## src/core/ciu_defs.vh

```
// Constants for the CPU interrupt control unit
`ifndef CIU_DEFS_VH
`define CIU_DEFS_VH
`define CIU_CCP_LSB      0
`define CIU_CCP_MSB      7
`define CIU_GIE_BIT      8
`define CIU_PEND_LSB     16
`define CIU_PEND_MSB     23
`define CIU_ARB_LSB      24
`define CIU_ARB_MSB      26
`define CIU_ICR_RESET    32'h0000_0000
`define CIU_PRIO_NONE    8'h00
`define CIU_VEC_SHIFT    5
`define CIU_PROV_CPU     2'h0
`define CIU_IO_ENTRY     2'h2
`define CIU_PRS_ENTRY    2'h0
`define CIU_IS_ENTRY     1'h1
`define CIU_CDC_ENTRY    7'h40
`define CIU_CTX_UPPER    2'h1
`define CIU_CTX_LOWER    2'h2
`define CIU_CTX_NONE     2'h0
`endif

```

## src/core/ciu_max_search.v

```verilog
// Registered maximum search over request node priorities
`timescale 1ns/100ps
`include "ciu_defs.vh"
module ciu_max_search #(
  parameter NODES = 8
) (
  input  wire               ref_clk,
  input  wire               resetn,
  input  wire               clk_en,
  input  wire               start,
  input  wire [NODES-1:0]   part,
  input  wire [NODES*8-1:0] prio_flat,
  output reg                done_reg,
  output reg  [7:0]         max_reg,
  output reg  [NODES-1:0]   win_reg
);

  wire [7:0]       run [0:NODES];
  wire [NODES-1:0] hit;
  assign run[0] = `CIU_PRIO_NONE;

  // Chain compare; priority zero never beats the zero seed
  genvar g;
  generate
    for (g = 0; g < NODES; g = g + 1) begin : g_cmp
      wire [7:0] p = prio_flat[g*8 +: 8];
      assign run[g+1] = (part[g] && p > run[g]) ? p : run[g]; // RULE_21
      assign hit[g]   = part[g] && (p == run[NODES]) && (p != `CIU_PRIO_NONE);
    end
  endgenerate

  // One-cycle fixed latency result capture
  always @(posedge ref_clk) begin
    if (!resetn) begin
      done_reg <= 1'b0;
      max_reg  <= 8'h00;
      win_reg  <= {NODES{1'b0}};
    end else if (clk_en) begin
      done_reg <= start; // RULE_22
      if (start) begin
        max_reg <= run[NODES];
        win_reg <= hit;
      end
    end
  end
endmodule

```

## src/core/ciu_core.v

```verilog
// CPU interrupt control unit: arbitration, control register, entry sequence
`timescale 1ns/100ps
`include "ciu_defs.vh"
// How it works
// RULE_01 - A newly raised participating request starts an arbitration round automatically.
// RULE_02 - Round end loads highest priority into pending field and raises CPU request.
// RULE_03 - Accept only with global enable set and pending above current priority.
// RULE_04 - CPU acknowledge is forwarded to the winning node, which clears its flag.
// RULE_05 - After acknowledge, pending clears and a new round runs, else idle.
// RULE_06 - Pending field is read-only, zero when none, cleared at round start.
// RULE_07 - Arbitration runs regardless of global enable or CPU blocking.
// RULE_08 - Requests raised during a round wait until the round ends.
// RULE_09 - Entry deferred while entering, in traps, multi-cycle or control-changing instructions.
// RULE_10 - Entry saves upper context, clears enable, then copies pending to current.
// RULE_11 - Entry loads status word defaults: io 10, prs 00, stack 1, depth 1000000.
// RULE_12 - Handler address is vector base ORed with pending shifted left five.
// RULE_13 - Current priority changes on entry, exit, bank instruction and core-register move.
// RULE_14 - Enable bit changes on entry, exit, enable, disable, bank and move.
// RULE_15 - Bank instruction sets enable, loads priority, saves lower context together.
// RULE_16 - Interrupts refused until enable, disable, bank or move instruction completes.
// RULE_17 - Three implementation arbitration control bits held at bits 26 and 25:24.
// RULE_18 - Control register resets to zero.
// RULE_19 - Arbitration proceeds concurrently, never stalling the CPU.
// RULE_20 - Only flagged, enabled nodes selecting the CPU take part.
// RULE_21 - Priority zero never wins nor is serviced.
// RULE_22 - Arbitration is a fixed-latency maximum search.
module ciu_core #(
  parameter NODES = 8
) (
  input  wire               ref_clk,
  input  wire               resetn,
  input  wire               clk_en,
  input  wire [NODES-1:0]   request_flag,
  input  wire [NODES-1:0]   request_enable,
  input  wire [NODES*2-1:0] provider_select,
  input  wire [NODES*8-1:0] request_priority,
  output reg  [NODES-1:0]   node_ack_reg,
  input  wire               cpu_entering,
  input  wire               cpu_trap_busy,
  input  wire               cpu_multi_cycle,
  input  wire               cpu_ctrl_instr,
  input  wire               cpu_rfe,
  input  wire               cpu_rfe_gie,
  input  wire [7:0]         cpu_rfe_ccp,
  input  wire               cpu_enable_instr,
  input  wire               cpu_disable_instr,
  input  wire               cpu_bank_instr,
  input  wire [7:0]         cpu_bank_prio,
  input  wire               cpu_move_to_core_reg_instr_icr,
  input  wire [31:0]        cpu_move_to_core_reg_instr_data,
  input  wire [31:0]        vector_base,
  output reg  [31:0]        interrupt_control_reg,
  output reg                irq_req_reg,
  output reg                irq_take_reg,
  output reg  [31:0]        handler_addr_reg,
  output reg  [1:0]         ctx_save_reg,
  output reg  [1:0]         io_permission_reg,
  output reg  [1:0]         protection_set_reg,
  output reg                irq_stack_select_reg,
  output reg  [6:0]         call_depth_field_reg,
  output reg                arb_busy_reg
);

  localparam S_IDLE  = 3'b001;
  localparam S_ARB   = 3'b010;
  localparam S_ENTRY = 3'b100;

  reg  [2:0]       state_reg;
  reg  [NODES-1:0] seen_reg;
  reg  [NODES-1:0] part_snap_reg;
  reg              rearb_reg;
  reg  [7:0]       pend_reg;
  reg  [NODES-1:0] winner_reg;
  reg  [1:0]       entry_step_reg;
  reg  [7:0]       ccp_reg;
  reg              gie_reg;
  reg  [2:0]       arb_ctl_reg;
  reg  [7:0]       taken_prio_reg;
  wire [NODES-1:0] part;
  wire             srch_done;
  wire [7:0]       srch_max;
  wire [NODES-1:0] srch_win;
  wire             new_req;
  wire             cpu_block;
  wire             accept;

  // Participation filter per node
  genvar g;
  generate
    for (g = 0; g < NODES; g = g + 1) begin : g_part
      assign part[g] = request_flag[g] && request_enable[g] &&
                       (provider_select[g*2 +: 2] == `CIU_PROV_CPU); // RULE_20
    end
  endgenerate

  // Rising participation since the last snapshot counts as new
  assign new_req = |(part & ~seen_reg); // RULE_01

  // Any CPU condition that defers acceptance
  assign cpu_block = cpu_entering | cpu_trap_busy | cpu_multi_cycle | cpu_ctrl_instr |
                     cpu_enable_instr | cpu_disable_instr | cpu_bank_instr |
                     cpu_move_to_core_reg_instr_icr | cpu_rfe; // RULE_09 RULE_16

  // Acceptance test kept strict, zero pending can never pass
  assign accept = irq_req_reg && gie_reg && (pend_reg > ccp_reg) && !cpu_block &&
                  (state_reg == S_IDLE); // RULE_03 RULE_21

  ciu_max_search #(
    .NODES (NODES)
  ) u_srch (
    .ref_clk   (ref_clk),
    .resetn    (resetn),
    .clk_en    (clk_en),
    .start     (state_reg == S_IDLE && (new_req || rearb_reg)),
    .part      (part),
    .prio_flat (request_priority),
    .done_reg  (srch_done),
    .max_reg   (srch_max),
    .win_reg   (srch_win)
  );

  // Arbitration and entry sequencing; runs beside the CPU, never stalls it
  always @(posedge ref_clk) begin
    if (!resetn) begin
      state_reg            <= S_IDLE;
      seen_reg             <= {NODES{1'b0}};
      part_snap_reg        <= {NODES{1'b0}};
      rearb_reg            <= 1'b0;
      pend_reg             <= `CIU_PRIO_NONE;
      winner_reg           <= {NODES{1'b0}};
      irq_req_reg          <= 1'b0;
      irq_take_reg         <= 1'b0;
      node_ack_reg         <= {NODES{1'b0}};
      entry_step_reg       <= 2'h0;
      ctx_save_reg         <= `CIU_CTX_NONE;
      handler_addr_reg     <= 32'h0000_0000;
      io_permission_reg    <= 2'h0;
      protection_set_reg   <= 2'h0;
      irq_stack_select_reg <= 1'b0;
      call_depth_field_reg <= 7'h00;
      ccp_reg              <= 8'h00; // RULE_18
      gie_reg              <= 1'b0;
      arb_ctl_reg          <= 3'h0;
      arb_busy_reg         <= 1'b0;
    end else if (clk_en) begin
      node_ack_reg <= {NODES{1'b0}};
      irq_take_reg <= 1'b0;
      ctx_save_reg <= `CIU_CTX_NONE;
      // Dropped requests leave the seen set so a re-raise is detected
      seen_reg <= seen_reg & part;
      case (state_reg)
        S_IDLE: begin
          if (accept) begin
            node_ack_reg   <= winner_reg; // RULE_04
            irq_req_reg    <= 1'b0;
            irq_take_reg   <= 1'b1;
            pend_reg       <= `CIU_PRIO_NONE; // RULE_05
            rearb_reg      <= 1'b1;
            entry_step_reg <= 2'h0;
            state_reg      <= S_ENTRY;
          end else if (new_req || rearb_reg) begin
            // Snapshot fixes the round; later requests wait for the next
            part_snap_reg <= part; // RULE_08
            seen_reg      <= part;
            rearb_reg     <= 1'b0;
            pend_reg      <= `CIU_PRIO_NONE; // RULE_06
            irq_req_reg   <= 1'b0;
            arb_busy_reg  <= 1'b1; // RULE_07 RULE_19
            state_reg     <= S_ARB;
          end
        end
        S_ARB: begin
          if (srch_done) begin
            pend_reg     <= srch_max; // RULE_02
            winner_reg   <= srch_win & part_snap_reg;
            irq_req_reg  <= (srch_max != `CIU_PRIO_NONE);
            arb_busy_reg <= 1'b0;
            state_reg    <= S_IDLE;
          end
        end
        S_ENTRY: begin
          // Ordered steps: save upper context, clear enable, take priority
          case (entry_step_reg)
            2'h0: begin
              ctx_save_reg   <= `CIU_CTX_UPPER; // RULE_10
              entry_step_reg <= 2'h1;
            end
            2'h1: begin
              gie_reg        <= 1'b0; // RULE_10 RULE_14
              entry_step_reg <= 2'h2;
            end
            default: begin
              ccp_reg              <= taken_prio_reg; // RULE_10 RULE_13
              io_permission_reg    <= `CIU_IO_ENTRY; // RULE_11
              protection_set_reg   <= `CIU_PRS_ENTRY;
              irq_stack_select_reg <= `CIU_IS_ENTRY;
              call_depth_field_reg <= `CIU_CDC_ENTRY;
              handler_addr_reg     <= vector_base |
                                      ({24'h000000, taken_prio_reg} << `CIU_VEC_SHIFT); // RULE_12
              state_reg            <= S_IDLE;
            end
          endcase
        end
        default: state_reg <= S_IDLE;
      endcase
      // CPU instruction side updates of enable and current priority
      if (state_reg != S_ENTRY) begin
        if (cpu_move_to_core_reg_instr_icr) begin
          ccp_reg     <= cpu_move_to_core_reg_instr_data[`CIU_CCP_MSB:`CIU_CCP_LSB]; // RULE_13
          gie_reg     <= cpu_move_to_core_reg_instr_data[`CIU_GIE_BIT]; // RULE_14
          arb_ctl_reg <= cpu_move_to_core_reg_instr_data[`CIU_ARB_MSB:`CIU_ARB_LSB]; // RULE_17
        end else if (cpu_bank_instr) begin
          gie_reg      <= 1'b1; // RULE_15
          ccp_reg      <= cpu_bank_prio;
          ctx_save_reg <= `CIU_CTX_LOWER;
        end else if (cpu_rfe) begin
          gie_reg <= cpu_rfe_gie;
          ccp_reg <= cpu_rfe_ccp;
        end else if (cpu_enable_instr) begin
          gie_reg <= 1'b1; // RULE_14
        end else if (cpu_disable_instr) begin
          gie_reg <= 1'b0;
        end
      end
    end
  end

  // Priority taken at acceptance, held for the entry steps
  always @(posedge ref_clk) begin
    if (!resetn) begin
      taken_prio_reg <= 8'h00;
    end else if (clk_en && accept) begin
      taken_prio_reg <= pend_reg;
    end
  end

  // Visible control register; pending field has no software write path
  always @(posedge ref_clk) begin
    if (!resetn) begin
      interrupt_control_reg <= `CIU_ICR_RESET; // RULE_18
    end else if (clk_en) begin
      interrupt_control_reg <= {5'h00, arb_ctl_reg, pend_reg, 7'h00, gie_reg, ccp_reg}; // RULE_06
    end
  end
endmodule

```

## config.mk

```make
export PLATFORM = sky130hd
export DESIGN_NAME = ciu_core
export DESIGN_NICKNAME = d
export VERILOG_FILES = /design/src/core/ciu_max_search.v /design/src/core/ciu_core.v
export VERILOG_INCLUDE_DIRS = /design/src /design/src/core
export SDC_FILE = /design/constraint.sdc
export NUM_CORES = 1
export LEC_CHECK = 0
export BUFFER_PORTS_ARGS = -buffer_cell sky130_fd_sc_hd__buf_4
export CORE_ASPECT_RATIO = 1.25
export CORE_MARGIN = 1
export CORE_UTILIZATION = 30
export DETAILED_ROUTE_END_ITERATION = 8
export GPL_ROUTABILITY_DRIVEN = 0
export PLACE_DENSITY = 0.58
export SETUP_SLACK_MARGIN = 0.02
export SYNTH_ARGS = -nofsm -noshare
export SYNTH_HDL_FRONTEND = slang
export SYNTH_SLANG_ARGS = --single-unit
```

## constraint.sdc

```tcl
create_clock -name ref_clk -period 27.6 [get_ports ref_clk]
set_clock_uncertainty 0.05 [all_clocks]
set_input_delay 4.14 -clock ref_clk [delete_from_list [all_inputs] [get_ports ref_clk]]
set_output_delay 4.14 -clock ref_clk [all_outputs]
set_load 0.02 [all_outputs]
```

==> results of run 1 <==
==> final cells by class <==
cell class | instances | area share (%)
multi-input combinational | 998 | 51.8
sequential | 141 | 22.7
timing repair buffer | 245 | 14.8
tap | 412 | 4.14
clock buffer | 17 | 3.42
inverter | 69 | 2.09
clock inverter | 15 | 1.11
==> critical path: cells and delay by family <==
kind            cells  cell delay, ns
buf+inv             7            0.74
xor+xnor            1            0.15
simple gates       21            4.88
fa+ha+maj           7            2.21
mux                 2            0.77
compound gates     30            7.31
==> placed cells by master, fill, tap and decap left out, types with 13 or more instances in the layout <==
cell type	instances
a21oi_1	109
a22oi_1	15
and3_1	13
buf_4	245
clkbuf_16	17
conb_1	21
dfxtp_1	141
ha_1	54
inv_1	67
mux2i_1	37
nand2_1	158
nand3_1	43
nand4_1	21
nor2_1	116
nor2b_1	13
nor3_1	32
nor4_1	22
o21ai_0	51
xnor2_1	36
xor2_1	26
==> how the worst max path moves through the flow <==
stage                            start  cells past startpoint                 to  slack (ns)
floorplan           provider_select[1]                     74  u_srch.win_reg[1]        9.55
global placement    provider_select[1]                     68  u_srch.win_reg[3]        7.69
detailed placement  provider_select[1]                     68  u_srch.win_reg[3]        7.51
CTS                 provider_select[1]                     68  u_srch.win_reg[3]        7.92
global route        provider_select[1]                     68  u_srch.win_reg[3]        6.34
finish              provider_select[1]                     68  u_srch.win_reg[3]        7.68
==> cells by family (layout without fill, tap and decap cells) <==
family / Yosys count / count (layout) / synth area share [%]
and+or+nand+nor: 480 / 480 / 23.3
AOI/OAI and AO/OA: 333 / 333 / 23.7
buffers and inverters: 155 / 346 / 6.92
DFF: 141 / 141 / 28.6
xor gates and xnor gates: 62 / 62 / 5.50
adders and majority gates: 54 / 54 / 6.85
muxes: 48 / 48 / 5.09
other: 1 / 21 / 0.0380
==> where the power goes <==
group / switching (uW) / internal (uW) / leakage (uW) / total [uW]
Clock: 102 / 120 / 0.000270 / 221
Combinational: 76.4 / 54.3 / 0.00364 / 131
Sequential: 4.01 / 208 / 0.00114 / 212
==> per-layer routing <==
metal	part of all wire [%]	wire [um]
met1	40	13800
met2	49	16900
met5	0	0
met4	2.8	960
met3	7.5	2580
==> per-stage QoR <==
stage / std cells / power, uW / worst slack [ns] / hold WS, ns / util, %
global route: 1897 / 590 / 6.34 / 0.413 / 38.8
floorplan: 1294 / 298 / 9.55 / 0.376 / -
CTS: 1897 / 568 / 7.92 / 0.403 / 38.8
detailed placement: 1865 / 346 / 7.51 / 0.394 / 37.0
global placement: 1865 / 344 / 7.69 / 0.389 / 37.0
finish: 1897 / 564 / 7.68 / 0.400 / 38.8
==> implementation parameters, run 1 <==
Parameter                              Value

Status
  Result of the run ... complete, no violations

Finish
  Number of nets at the end of the flow ... 1,715
  Total area of multi-input combinational cells ... 6440 um^2
  Total area of sequential cells ... 2820 um^2
  Share of post-route cells with drive strength above 1 ... 22.3%
  Layout-stage area growth over the synthesis result ... 26.1%
  Fillers ... 3,378
  Max FFs per register ... 32
  Count of inserted antenna diode cells ... 0
  Post-Layout Inst Area ... 12,400 um^2

Worst setup path
  Reg2reg end ... taken_prio_reg[0]
  Crit path arrival time ... 20.24 ns
  Required time of the critical path ... 27.93 ns
  Cell mode on critical path ... ha_1
  Critical Path Sink Type ... register
  Startpoint type of the worst setup path ... primary input
  Slowest cell delay on critical path ... 0.66 ns
  Register-to-Register Path Depth ... 18
  Max Fanout on Critical Path ... 28
  R2R setup slack ... 23.71 ns
  Worst R2R Start ... ccp_reg[1]
  Worst Path Class, Setup ... primary input to register
  Library cell contributing the largest single delay on the critical path ... a311oi_4

Power and ir drop
  Peak supply drop ... 31.5 uV
  Ratio of total power to cell area ... 45.3 nW/um^2
  P_leak ... 0.00505 uW

Global routing
  Total global routing overflow ... 0
  Via count of the first global-routing pass ... 9,404
  Met2 Use GR ... 34.9%
  Initial antenna violation count ... 0
  Combined global-route utilization of all metal layers ... 19.8%
  Met3 track demand over resource ... 2.96%
  Met1 Use GR ... 23.8%
  Maximum number of pins on one net before global-route repair ... 111
  Top Usage Layer GRT ... met2
  Wire length of the first global-routing pass ... 51,500 um

Clocking
  Worst-Skew Late Latency ... 0.43 ns
  Clock root cell ... clkbuf_16
  Clock H-tree levels ... 4
  Number of gates given a new drive strength after cts ... 0
  Cts bufs inserted ... 17
  Clock-pin slew reported for the worst setup and hold paths after clock tree synthesis ... 0.08 ns
  CTS tree ... yes
  Max Buffers Root-to-Sink ... 2
  Post-cts hold buffer count ... 0
  Number of post-CTS setup repair buffers ... 0
  Total number of clock tree sinks ... 141

Route
  Final antenna-violating net count ... 0
  Mean routed wirelength per cell ... 18.1 um
  DRC ... 0
  Total number of vias ... 10,243
  Final routed wirelength across all metal layers ... 34,300 um
  DRC marker count from the first detailed-route iteration ... 802
  DRT Pass-1 Iters ... 5
  Average vias per placed instance ... 5.40

Synthesis
  Number of synthesized flops with an enable pin ... 0
  Syn Area/Cell ... 7.74 um^2
  FFs w/ async S/R, synth ... 0%
  Sequential element share of the synthesized area ... 28.6%
  Main flop type after synthesis ... dfxtp_1
  Total number of yosys warnings ... 0
  Cell area after technology mapping ... 9870 um^2
  Leading area contributor after synthesis ... dfxtp_1
  Cell with the most instances after synthesis ... nand2_1
  Share of the synthesized area in the top cell type ... 28.6%
  Top area cells in the synthesized netlist ... dfxtp_1 (29%), ha_1 (6.8%), nand2_1 (6.0%), a21oi_1 (5.5%), nor2_1 (4.4%)
  Ranking of synthesized cells by instance count ... nand2_1 (158), dfxtp_1 (141), nor2_1 (116)
  Post-synthesis cell count ... 1,274
  Yosys cell types ... 90
  #FFs+latches synth ... 141

STA
  Final worst path period need ... 19.92 ns
  Final-report hold violation count ... 0
  Setup repair after global routing missed its margin ... false
  Final critical-path share of the clock period ... 72.2%
  Final-report max-slew violation count ... 0
  Tightest slew margin relative to the limit ... 18.1%
  Setup TNS ... 0 ns
  Total of endpoints with negative setup slack in the final report ... 0
  Worst Tran Pin Value ... 1.22 ns
  Maximum clock rate ... 50.2 MHz

Hold path
  Worst hold endpoint ... u_srch.win_reg[1]
  Worst min-delay path category ... register to register
  Hold Crit Depth ... 2
  Hold wc startpoint ... u_srch.win_reg[1]

Floorplanning
  Floorplan die width ... 164 um
  Starting density of the core ... 30.8%
  Die Area ... 33,600 um^2
  Placement row count ... 73
  Core Footprint ... 32,100 um^2
  Die height ... 205 um
  Boundary Pins ... 278

Placement
  Placement-stage cell area ... 11,900 um^2
  Port buffer count ... 236
  Post-DP HPWL ... 26,600 um

Flow run
  Max capacitance violation total ... 0
Note: power is estimated with default switching activity, not from simulation.
==> run 2, diff against run 1 <==
==> constraint.sdc (replaced) <==
create_clock -name ref_clk -period 19.3 [get_ports ref_clk]
set_clock_uncertainty 0.05 [all_clocks]
set_input_delay 2.895 -clock ref_clk [delete_from_list [all_inputs] [get_ports ref_clk]]
set_output_delay 2.895 -clock ref_clk [all_outputs]
set_load 0.02 [all_outputs]
==> run 2 against run 1 <==
Net effect: via count is 0.75% lower; non-clock buffer count is 9 higher; global-route usage is 0.16 points lower; register-to-register slack worse by 8.3 ns; highest routed layer unchanged; die area stayed put; largest cell class unchanged.
==> implementation parameters, run 2 (synthesized netlist as in run 1, its figures left out) <==
Parameter                              Value

Status
  Result of the run ... complete, no violations (unchanged)

Clocking
  Post-cts hold buffer count ... 0 (unchanged)
  Cts bufs inserted ... 17 (unchanged)
  Clock root cell ... clkbuf_16 (unchanged)
  Max Buffers Root-to-Sink ... 2 (unchanged)
  CTS tree ... yes (unchanged)
  Total number of clock tree sinks ... 141 (unchanged)
  Clock-pin slew reported for the worst setup and hold paths after clock tree synthesis ... 0.06 ns (was 0.08 ns)
  Number of post-CTS setup repair buffers ... 0 (unchanged)
  Clock H-tree levels ... 4 (unchanged)
  Worst-Skew Late Latency ... 0.42 ns (was 0.43 ns)
  Number of gates given a new drive strength after cts ... 0 (unchanged)

Worst setup path
  Cell mode on critical path ... ha_1 (unchanged)
  Register-to-Register Path Depth ... 8 (was 18)
  Crit path arrival time ... 18.17 ns (was 20.24 ns)
  Worst Path Class, Setup ... primary input to register (unchanged)
  Slowest cell delay on critical path ... 0.56 ns (was 0.66 ns)
  Reg2reg end ... u_srch.win_reg[1] (was taken_prio_reg[0])
  R2R setup slack ... 15.41 ns (was 23.71 ns)
  Library cell contributing the largest single delay on the critical path ... nor3_2 (was a311oi_4)
  Worst R2R Start ... state_reg[0] (was ccp_reg[1])
  Startpoint type of the worst setup path ... primary input (unchanged)
  Critical Path Sink Type ... register (unchanged)
  Required time of the critical path ... 19.61 ns (was 27.93 ns)
  Max Fanout on Critical Path ... 16 (was 28)

Global routing
  Initial antenna violation count ... 0 (unchanged)
  Met3 track demand over resource ... 2.47% (was 2.96%)
  Combined global-route utilization of all metal layers ... 19.6% (was 19.8%)
  Wire length of the first global-routing pass ... 51,500 um (about the same)
  Via count of the first global-routing pass ... 9,377 (was 9,404)
  Total global routing overflow ... 0 (unchanged)
  Met1 Use GR ... 23.4% (was 23.8%)
  Met2 Use GR ... 35.5% (was 34.9%)
  Maximum number of pins on one net before global-route repair ... 82 (was 111)
  Top Usage Layer GRT ... met2 (unchanged)

Finish
  Layout-stage area growth over the synthesis result ... 27.3% (was 26.1%)
  Number of nets at the end of the flow ... 1,724 (was 1,715)
  Count of inserted antenna diode cells ... 0 (unchanged)
  Non-Filler Instances ... 1,906 (was 1,897)
  Most common cell after layout, fill and taps aside ... buf_4 (unchanged)
  Max FFs per register ... 32 (unchanged)
  Fillers ... 3,377 (was 3,378)
  Share of post-route cells with drive strength above 1 ... 22.7% (was 22.3%)
  Most frequent cells in the layout ... buf_4 (254), nand2_1 (158), dfxtp_1 (141) (was buf_4 (245), nand2_1 (158), dfxtp_1 (141))

Floorplanning
  Starting density of the core ... 30.8% (unchanged)
  Floorplan die width ... 164 um (unchanged)
  Die height ... 205 um (unchanged)
  Boundary Pins ... 278 (unchanged)
  Die Area ... 33,600 um^2 (unchanged)
  Placement row count ... 73 (unchanged)
  Core Footprint ... 32,100 um^2 (unchanged)

Route
  DRC marker count from the first detailed-route iteration ... 684 (was 802)
  Final routed wirelength across all metal layers ... 34,000 um (was 34,300 um)
  Total number of vias ... 10,166 (was 10,243)
  Final antenna-violating net count ... 0 (unchanged)
  DRT Pass-1 Iters ... 5 (unchanged)
  Mean routed wirelength per cell ... 17.8 um (was 18.1 um)
  Average vias per placed instance ... 5.33 (was 5.40)
  DRC ... 0 (unchanged)

Placement
  Post-DP HPWL ... 26,700 um (was 26,600 um)
  Port buffer count ... 236 (unchanged)
  Instance count after placement with tap cells included ... 1,874 (was 1,865)
  Worst slack at placement ... 1.15 ns (was 7.51 ns)

Power and ir drop
  P_leak ... 0.00512 uW (was 0.00505 uW)
  Post-layout power ... 830 uW (was 564 uW)
  Ratio of total power to cell area ... 66.1 nW/um^2 (was 45.3 nW/um^2)
  Peak supply drop ... 49.5 uV (was 31.5 uV)

Hold path
  Hold Crit Depth ... 2 (unchanged)
  Worst hold endpoint ... handler_addr_reg[15] (was u_srch.win_reg[1])
  Worst min-delay path category ... register to register (unchanged)
  Hold wc startpoint ... handler_addr_reg[15] (was u_srch.win_reg[1])

STA
  Setup WS post-layout ... 1.44 ns (was 7.68 ns)
  Final-report max-slew violation count ... 0 (unchanged)
  Maximum clock rate ... 56.0 MHz
  Final-report hold violation count ... 0 (unchanged)
  Final hold slack ... 0.404 ns (was 0.400 ns)
  Setup repair after global routing missed its margin ... false (unchanged)
  Tightest slew margin relative to the limit ... 23.2% (was 18.1%)
  Setup TNS ... 0 ns (unchanged)
  Final critical-path share of the clock period ... 92.5%
  Worst Tran Pin Value ... 1.15 ns (was 1.22 ns)
  Total of endpoints with negative setup slack in the final report ... 0 (unchanged)
  Final worst path period need ... 17.86 ns

Flow run
  Max capacitance violation total ... 0 (unchanged)
-- run 2: cell types whose count changed in the layout (fill, tap and decap cells not counted), sizes merged --
cell	change
buf	+9
bufinv	+3
clkbuf	+1
clkinv	+5
clkinvlp	-2
inv	-7
-- run 2: final cells by class --
cell class	count	area (um^2)	share of cell area [%]
multi-input combinational	998	6440	51.3
clock inverter	14	181	1.44
tap	412	515	4.11
clock buffer	18	429	3.42
sequential	141	2820	22.5
inverter	69	260	2.07
timing repair buffer	254	1910	15.2
-- run 2: layer usage --
| layer | vias to the layer above | share of wire (%) |
|---|---|---|
| li1 | 4980 | - |
| met1 | 4736 | 41 |
| met2 | 393 | 50 |
| met3 | 57 | 6.6 |
| met4 | 0 | 2.4 |
| met5 | - | 0 |
-- run 2: worst max-delay path by stage --
| stage | start | endpoint | slack [ns] | cells after the start |
|---|---|---|---|---|
| 2_1_floorplan | provider_select[1] | u_srch.win_reg[1] | 2.49 | 74 |
| 3_3_place_gp | provider_select[1] | u_srch.win_reg[3] | 1.46 | 67 |
| 3_5_place_dp | provider_select[1] | u_srch.win_reg[1] | 1.15 | 69 |
| 4_1_cts | provider_select[1] | u_srch.win_reg[1] | 1.53 | 69 |
| 5_1_grt | provider_select[1] | u_srch.win_reg[4] | 0.18 | 70 |
| 6_report | provider_select[1] | u_srch.win_reg[3] | 1.44 | 67 |
-- run 2: per-stage QoR --
step | cell area [um^2] | util, %
after global routing | 12600 | 39.2
after CTS | 12600 | 39.2
final | 12600 | 39.2
after floorplan | 9940 | -
after detailed placement | 11900 | 37.3
after global placement | 11900 | 37.3
-- run 2: critical path: cells and delay by family --
kind	cells	cell delay, ns
AOI/OAI and AO/OA	26	5.74
buffers and inverters	8	1.00
muxes	2	0.63
and+or+nand+nor	23	5.53
xor gates and xnor gates	1	0.12
adders and majority gates	7	2.24
-- run 2: report_power, final --
part	total, uW	switching, uW	internal [uW]	leakage (uW)
clock	337	131	206	0.000296
combinational	189	110	79.4	0.00368
sequential	303	5.62	298	0.00114
total	830	247	583	0.00512
